**config.mk**
```make
export PLATFORM = sky130hd
export DESIGN_NAME = kmg_guard
export DESIGN_NICKNAME = d
export VERILOG_FILES = /design/src/kmg_pkg.sv /design/src/kmg_guard.sv
export SDC_FILE = /design/constraint.sdc
export NUM_CORES = 1
export LEC_CHECK = 0
export ABC_AREA = 0
export BUFFER_PORTS_ARGS = -buffer_cell sky130_fd_sc_hd__clkbuf_2
export CAP_MARGIN = 20
export CORE_ASPECT_RATIO = 1.75
export CORE_MARGIN = 2
export CORE_UTILIZATION = 43
export CTS_CLUSTER_DIAMETER = 200
export DETAILED_ROUTE_END_ITERATION = 12
export HOLD_SLACK_MARGIN = 0.05
export PLACE_DENSITY = 0.86
export SETUP_SLACK_MARGIN = 0.15
export SYNTH_ARGS = -nofsm -noshare
export SYNTH_HDL_FRONTEND = slang
export SYNTH_SLANG_ARGS = --single-unit
```
**constraint.sdc**
```tcl
create_clock -name i_clk_sys -period 3.71 [get_ports i_clk_sys]
set_clock_uncertainty 0.1 [all_clocks]
set_input_delay 0.5565 -clock i_clk_sys [delete_from_list [all_inputs] [get_ports i_clk_sys]]
set_output_delay 0.5565 -clock i_clk_sys [all_outputs]
set_load 0.02 [all_outputs]
```
**src/kmg_pkg.sv**
```systemverilog
//------------------------------------------------------------
//------------------------------------------------------------
package kmg_pkg;
    localparam logic [13:0] KERNEL_ENTRY_ADDR = 14'h2000;
    localparam logic [15:0] KERNEL_PAGE       = 16'h000f;
    localparam int          INPUT_CLK_MULT    = 2;
    localparam logic [1:0]  NEST_MAX          = 2'h1;
    localparam logic [3:0]  PDEPTH_MAX        = 4'hf;
    // register offsets
    localparam logic [3:0]  ADDR_STATUS  = 4'h0;
    localparam logic [3:0]  ADDR_MASK    = 4'h1;
    localparam logic [3:0]  ADDR_STATE   = 4'h2;
    localparam logic [3:0]  ADDR_CONFIG  = 4'h3;
    localparam logic [3:0]  ADDR_BYPASS  = 4'h4;
    // status bit positions
    localparam int ST_ENTER = 0;
    localparam int ST_EXIT  = 1;
    localparam int ST_VIOL  = 2;
    localparam logic [2:0] MASK_RST = 3'h0;
    typedef enum logic [1:0] {
        KMG_USER   = 2'b00,
        KMG_KERNEL = 2'b01,
        KMG_UIRQ   = 2'b11,
        KMG_NESTED = 2'b10
    } kmg_mode_e;
    typedef enum logic [1:0] {
        KMG_PERS_HOSTPORT = 2'h0,
        KMG_PERS_PCI      = 2'h1,
        KMG_PERS_BAD      = 2'h2
    } kmg_pers_e;
    typedef enum logic [1:0] {
        KMG_BOOT_BYTEMEM = 2'h0,
        KMG_BOOT_HOSTBUS = 2'h1,
        KMG_BOOT_PROGMEM = 2'h2,
        KMG_BOOT_BAD     = 2'h3
    } kmg_boot_e;
endpackage

```
**src/kmg_guard.sv**
```systemverilog
// Implementation choices: the plain strobed port and the register offsets.
`timescale 1ns/10ps
module kmg_guard
    import kmg_pkg::*;
(
    // clock and reset
    input  wire logic        i_clk_sys,
    input  wire logic        i_srst,
    // processor flow events
    input  wire logic        i_jump_call,
    input  wire logic [13:0] i_target_addr,
    input  wire logic [15:0] i_program_overlay_page,
    input  wire logic        i_op_done,
    input  wire logic        i_irq_take,
    input  wire logic        i_irq_protected,
    input  wire logic [13:0] i_irq_ret_addr,
    input  wire logic        i_return_from_interrupt_instr,
    input  wire logic [13:0] i_ret_addr,
    input  wire logic [15:0] i_ret_page,
    // straps
    input  wire logic        i_bus_mode_strap,
    input  wire logic        i_bus_sel_strap,
    input  wire logic        i_boot_source_strap,
    input  wire logic        i_memory_map_strap,
    // register port
    input  wire logic [3:0]  i_addr,
    input  wire logic [15:0] i_wdata,
    input  wire logic        i_wr,
    input  wire logic        i_rd,
    output logic      [15:0] o_rdata,
    // outputs
    output logic             o_kernel_mode,
    output logic             o_violation_rst,
    output logic [1:0]       o_personality,
    output logic [1:0]       o_boot_source,
    output logic             o_hostbus_boot_pci,
    output logic             o_bypass_en,
    output logic             o_irq
);
    //------------------------------------------------------------
    // strap synchronisers and release capture
    //------------------------------------------------------------
    logic [3:0] strap_s1_r, strap_s2_r, strap_s3_r;
    logic       in_rst_r;
    logic [1:0] pers_r, boot_r;
    always_ff @(posedge i_clk_sys) begin
        strap_s1_r <= {i_bus_mode_strap, i_bus_sel_strap,
                       i_boot_source_strap, i_memory_map_strap};
        strap_s2_r <= strap_s1_r;
        strap_s3_r <= strap_s2_r;
    end
    always_ff @(posedge i_clk_sys) begin
        in_rst_r <= i_srst;
        // capture on first cycle out of reset if the synchronised straps are steady, then hold
        if (in_rst_r && !i_srst && strap_s2_r == strap_s3_r) begin
            unique case (strap_s2_r[3:2])
                2'b00:   pers_r <= KMG_PERS_HOSTPORT;
                2'b10:   pers_r <= KMG_PERS_PCI;
                default: pers_r <= KMG_PERS_BAD;
            endcase
            unique case (strap_s2_r[1:0])
                2'b00:   boot_r <= KMG_BOOT_BYTEMEM;
                2'b10:   boot_r <= KMG_BOOT_HOSTBUS;
                2'b01:   boot_r <= KMG_BOOT_PROGMEM;
                default: boot_r <= KMG_BOOT_BAD;
            endcase
        end else if (i_srst) begin
            pers_r <= KMG_PERS_HOSTPORT;
            boot_r <= KMG_BOOT_BYTEMEM;
        end
        // otherwise straps ignored
    end
    always_ff @(posedge i_clk_sys) begin
        o_personality      <= pers_r;
        o_boot_source      <= boot_r;
        o_hostbus_boot_pci <= (boot_r == KMG_BOOT_HOSTBUS) && (pers_r == KMG_PERS_PCI);
    end

    //------------------------------------------------------------
    // kernel mode tracker
    //------------------------------------------------------------
    kmg_mode_e   mode_r;
    logic [13:0] sav_addr_r;
    logic [15:0] sav_page_r;
    logic [3:0]  pdepth_r;
    logic        viol_r;
    logic        entry;
    logic        ret_ok;
    logic        in_k;
    assign entry  = i_jump_call && i_target_addr == KERNEL_ENTRY_ADDR
                    && i_program_overlay_page == KERNEL_PAGE;
    assign ret_ok = i_ret_addr == sav_addr_r && i_ret_page == sav_page_r;
    assign in_k   = mode_r == KMG_KERNEL || mode_r == KMG_NESTED;

    always_ff @(posedge i_clk_sys) begin
        viol_r <= 1'b0;
        if (i_srst || viol_r) begin
            mode_r   <= KMG_USER;
            pdepth_r <= 4'h0;
        end else if (pdepth_r != 4'h0) begin
            // protected handler runs in kernel mode
            if (i_irq_take && i_irq_protected && pdepth_r != PDEPTH_MAX)
                pdepth_r <= pdepth_r + 4'h1;
            else if (i_return_from_interrupt_instr)
                pdepth_r <= pdepth_r - 4'h1;
        end else begin
            unique case (mode_r)
                KMG_USER: begin
                    if (entry)
                        mode_r <= KMG_KERNEL;
                end
                KMG_KERNEL: begin
                    if (i_irq_take && i_irq_protected) begin
                        pdepth_r <= 4'h1;
                    end else if (i_irq_take) begin
                        mode_r     <= KMG_UIRQ;
                        sav_addr_r <= i_irq_ret_addr;
                        sav_page_r <= i_program_overlay_page;
                    end else if (i_op_done) begin
                        mode_r <= KMG_USER;
                    end
                end
                KMG_UIRQ: begin
                    if (entry) begin
                        mode_r <= KMG_NESTED;
                    end else if (i_return_from_interrupt_instr) begin
                        if (ret_ok)
                            mode_r <= KMG_KERNEL;
                        else
                            viol_r <= 1'b1;
                    end
                end
                KMG_NESTED: begin
                    if (i_irq_take && i_irq_protected) begin
                        pdepth_r <= 4'h1;
                    end else if (i_irq_take || entry) begin
                        viol_r <= 1'b1;
                    end else if (i_op_done) begin
                        mode_r <= KMG_UIRQ;
                    end
                end
            endcase
        end
    end
    always_ff @(posedge i_clk_sys) begin
        o_kernel_mode   <= !i_srst && !viol_r && (in_k || pdepth_r != 4'h0);
        o_violation_rst <= !i_srst && viol_r;
    end

    //------------------------------------------------------------
    // registers and interrupt
    //------------------------------------------------------------
    logic [2:0] status_r, mask_r, ev;
    logic       bypass_r;
    logic       kprev_r;
    always_ff @(posedge i_clk_sys) begin
        kprev_r <= o_kernel_mode;
    end
    assign ev = {viol_r, kprev_r && !o_kernel_mode, !kprev_r && o_kernel_mode};
    always_ff @(posedge i_clk_sys) begin
        if (i_srst)
            status_r <= 3'h0;
        else if (i_rd && i_addr == ADDR_STATUS)
            status_r <= ev; // set wins over clear
        else
            status_r <= status_r | ev;
    end
    always_ff @(posedge i_clk_sys) begin
        if (i_srst) begin
            mask_r   <= MASK_RST;
            bypass_r <= 1'b0;
        end else if (i_wr) begin
            if (i_addr == ADDR_MASK)
                mask_r <= i_wdata[2:0];
            if (i_addr == ADDR_BYPASS)
                bypass_r <= i_wdata[0];
        end
    end
    always_ff @(posedge i_clk_sys) begin
        o_bypass_en <= !i_srst && bypass_r && !o_kernel_mode;
        o_irq       <= !i_srst && |(status_r & mask_r);
    end
    always_ff @(posedge i_clk_sys) begin
        if (i_srst || !i_rd) begin
            o_rdata <= 16'h0000;
        end else begin
            unique case (i_addr)
                ADDR_STATUS: o_rdata <= {13'h0000, status_r};
                ADDR_MASK:   o_rdata <= {13'h0000, mask_r};
                ADDR_STATE:  o_rdata <= {10'h000, pdepth_r, mode_r};
                ADDR_CONFIG: o_rdata <= {12'h000, boot_r, pers_r};
                ADDR_BYPASS: o_rdata <= {15'h0000, bypass_r};
                default:     o_rdata <= 16'h0000;
            endcase
        end
    end
endmodule

```
==> flow_metrics.env <==
export IMPL_crit_path_start="pdepth_r[0]"
export IMPL_fp_dieW_um=70.0
export IMPL_ys_ff_latch=77
export IMPL_nFillCells=629
export IMPL_cts_sinks=77
export IMPL_required_ns=3.63
export IMPL_r2r_start="pdepth_r[0]"
export IMPL_io_pins=132
export IMPL_utilization=0.563
export IMPL_setup_violations=0
export IMPL_layout_common_cells="clkbuf_2, dfxtp_1, edfxtp_1"
export IMPL_maxCapViolations=0
export IMPL_seq_area_frac_synth=0.573
export IMPL_vdd_drop_max_v=0.000392
export IMPL_port_buffers=108
export IMPL_grt_max_degree=18
export IMPL_netlist_area_mm2=0.00328
export IMPL_ant_nets=0
export IMPL_drt_total_wl_um=7160
export IMPL_overflow=0
export IMPL_core_mm2=0.00746
export IMPL_cp_max_fo=17
export IMPL_rsz0062_at_grt="false"
export IMPL_drive_gt1_frac=0.367
export IMPL_post_cts_setup_buffer_count=0
export IMPL_grt_pass1_vias=2556
export IMPL_synth_warnings=0
export IMPL_worst_setup_path_type="reg -> reg"
export IMPL_min_from="i_boot_source_strap"
export IMPL_detail_route_first_pass_iterations=4
export IMPL_fmax_mhz=407
export IMPL_synth_top_cells_by_area="edfxtp_1, dfxtp_1, xor2_1"
export IMPL_drcViolationCount=0
export IMPL_maxSlewViolCount=0
export IMPL_synthCells=267
export IMPL_worst_slew_margin_rel=0.586
export IMPL_r2r_slack_ns=1.26
export IMPL_yosys_area_top_type="edfxtp_1"
export IMPL_cts_buffers=9
export IMPL_synth_top_area_share=0.311
export IMPL_path_clk_slew_ns=0.06
export IMPL_ctsHtreeMaxLevel=3
export IMPL_num_rows=42
export IMPL_die_h_um=120
export IMPL_cts_tree="yes"
export IMPL_synth_distinct_cells=48
export IMPL_synth_flop_cell="dfxtp_1"
export IMPL_via_count=2386
export IMPL_endpoint_kind="flop"
export IMPL_grt_use_total=0.180
export IMPL_powerDensity_mw_per_mm2=520
export IMPL_final_nets=497
export IMPL_drtIter0Drc=174
export IMPL_ff2ff_path_depth=4
export IMPL_finalHoldViolCount=0
export IMPL_ctsHoldBuffers=0
export IMPL_period_share=0.662
export IMPL_grt_antenna_before_repair=0
export IMPL_setup_worst_path_end="sav_addr_r[2]"
export IMPL_postSynth_asyncResetShare=0
export IMPL_syn_area_per_cell_um2=12.3
export IMPL_r2r_end="sav_addr_r[2]"
export IMPL_synth_edf_count=34
export IMPL_clk_latency_ns=0.33
export IMPL_status="complete, no violations"
export IMPL_p_leak_nw=1.80
export IMPL_ctsResizeCount=0
export IMPL_start_kind="flop"
export IMPL_wl_per_cell_um=15.1
export IMPL_crit_arrival_ns=2.37
export IMPL_cts_root_buffer="clkbuf_16"
export IMPL_via_per_inst=5.02
export IMPL_max_slew_worst_pin_slew_ns=0.619
export IMPL_start_util=0.440
export IMPL_syn2layout_area_growth_pct=28.0
export IMPL_finalCriticalPeriod_ns=2.45
export IMPL_tns_ns=0
export IMPL_hold_class="in -> reg"
export IMPL_hpwl_um=5830
export IMPL_clk_path_buf_depth=2
export IMPL_antenna_cells=0
export IMPL_min_path_cells=1
export IMPL_dieArea_mm2=0.00837
export IMPL_final_common_cell="clkbuf_2"
export IMPL_globalplace_congestion=0.818
export IMPL_grt_pass1_wl_um=11500
worst min-delay path by stage:
stage | end | slack, ns
after floorplan | strap_s2_r[0] | 0.21
after global placement | strap_s2_r[3] | 0.21
after detailed placement | strap_s2_r[2] | 0.21
after CTS | strap_s1_r[1] | 0.21
after global routing | strap_s1_r[1] | 0.21
final | strap_s1_r[1] | 0.22
power breakdown:
| group | internal [mW] | switching, mW | total, mW |
|---|---|---|---|
| logic | 0.156 | 0.178 | 0.334 |
| clock network | 0.533 | 0.322 | 0.855 |
| registers | 0.936 | 0.0588 | 0.995 |
routing by layer:
layer	vias to the layer above	wire, um	global-route usage
met5	-	0	0
met4	0	132	0.0697
met3	13	556	0.0613
met2	105	4060	0.347
met1	1095	2410	0.168
li1	1173	-	-
cells in the mapped netlist, types with 5 or more instances:
cell type	instances
nor2b_1	5
buf_4	10
ha_1	7
nor4_2	6
inv_1	13
nor4_1	6
dfxtp_1	43
a21oi_1	8
nand4_1	7
nor3_1	5
nand2_1	9
mux2i_1	8
xor2_1	29
nor2_1	20
edfxtp_1	34
xnor2_1	5
worst max-delay path, stage by stage, from the launching register on:
cell	delay, ns
dfxtp_1	0.40
nor4_2	0.50
nand2_1	0.22
nor3_4	0.57
buf_4	0.36
area by class of cell:
type / instances / area (um2) / area share
Sequential cell: 77 / 1880 / 0.448
Timing Repair Buffer: 109 / 548 / 0.130
Multi-Input combinational cell: 172 / 1310 / 0.311
Clock buffer: 13 / 282 / 0.0670
Tap cell: 88 / 110 / 0.0262
Inverter: 13 / 48.8 / 0.0116
Clock inverter: 3 / 25.0 / 0.00596
flip-flops by register name, summed over array words and instances, names as in the netlist, 2 cells and up:
name / cells
status_r: 3
strap_s1_r: 4
strap_s3_r: 4
o_personality: 2
sav_page_r: 16
boot_r: 2
strap_s2_r: 4
pdepth_r: 4
mask_r: 3
pers_r: 2
sav_addr_r: 14
o_boot_source: 2
o_rdata: 6
mode_r: 2
through the flow:
step	cell area [um2]	setup slack, ns	cells	power, mW	hold WS, ns
detailed placement	3890	1.05	459	1.35	0.215
global placement	3890	1.16	459	1.33	0.211
CTS	4200	1.23	475	2.21	0.209
finish	4200	1.26	475	2.18	0.225
floorplan	3320	1.06	276	1.23	0.210
global route	4200	1.02	475	2.29	0.208
cell families after synthesis:
group	after synthesis	share of synthesized area
DFF	77	0.573
adders and majority gates	8	0.0328
AOI/OAI and AO/OA	29	0.0698
muxes	10	0.0381
and+or+nand+nor	81	0.152
buffers and inverters	27	0.0423
other	1	0.00114
xor gates and xnor gates	34	0.0907
(Power assumes the default switching activity.)
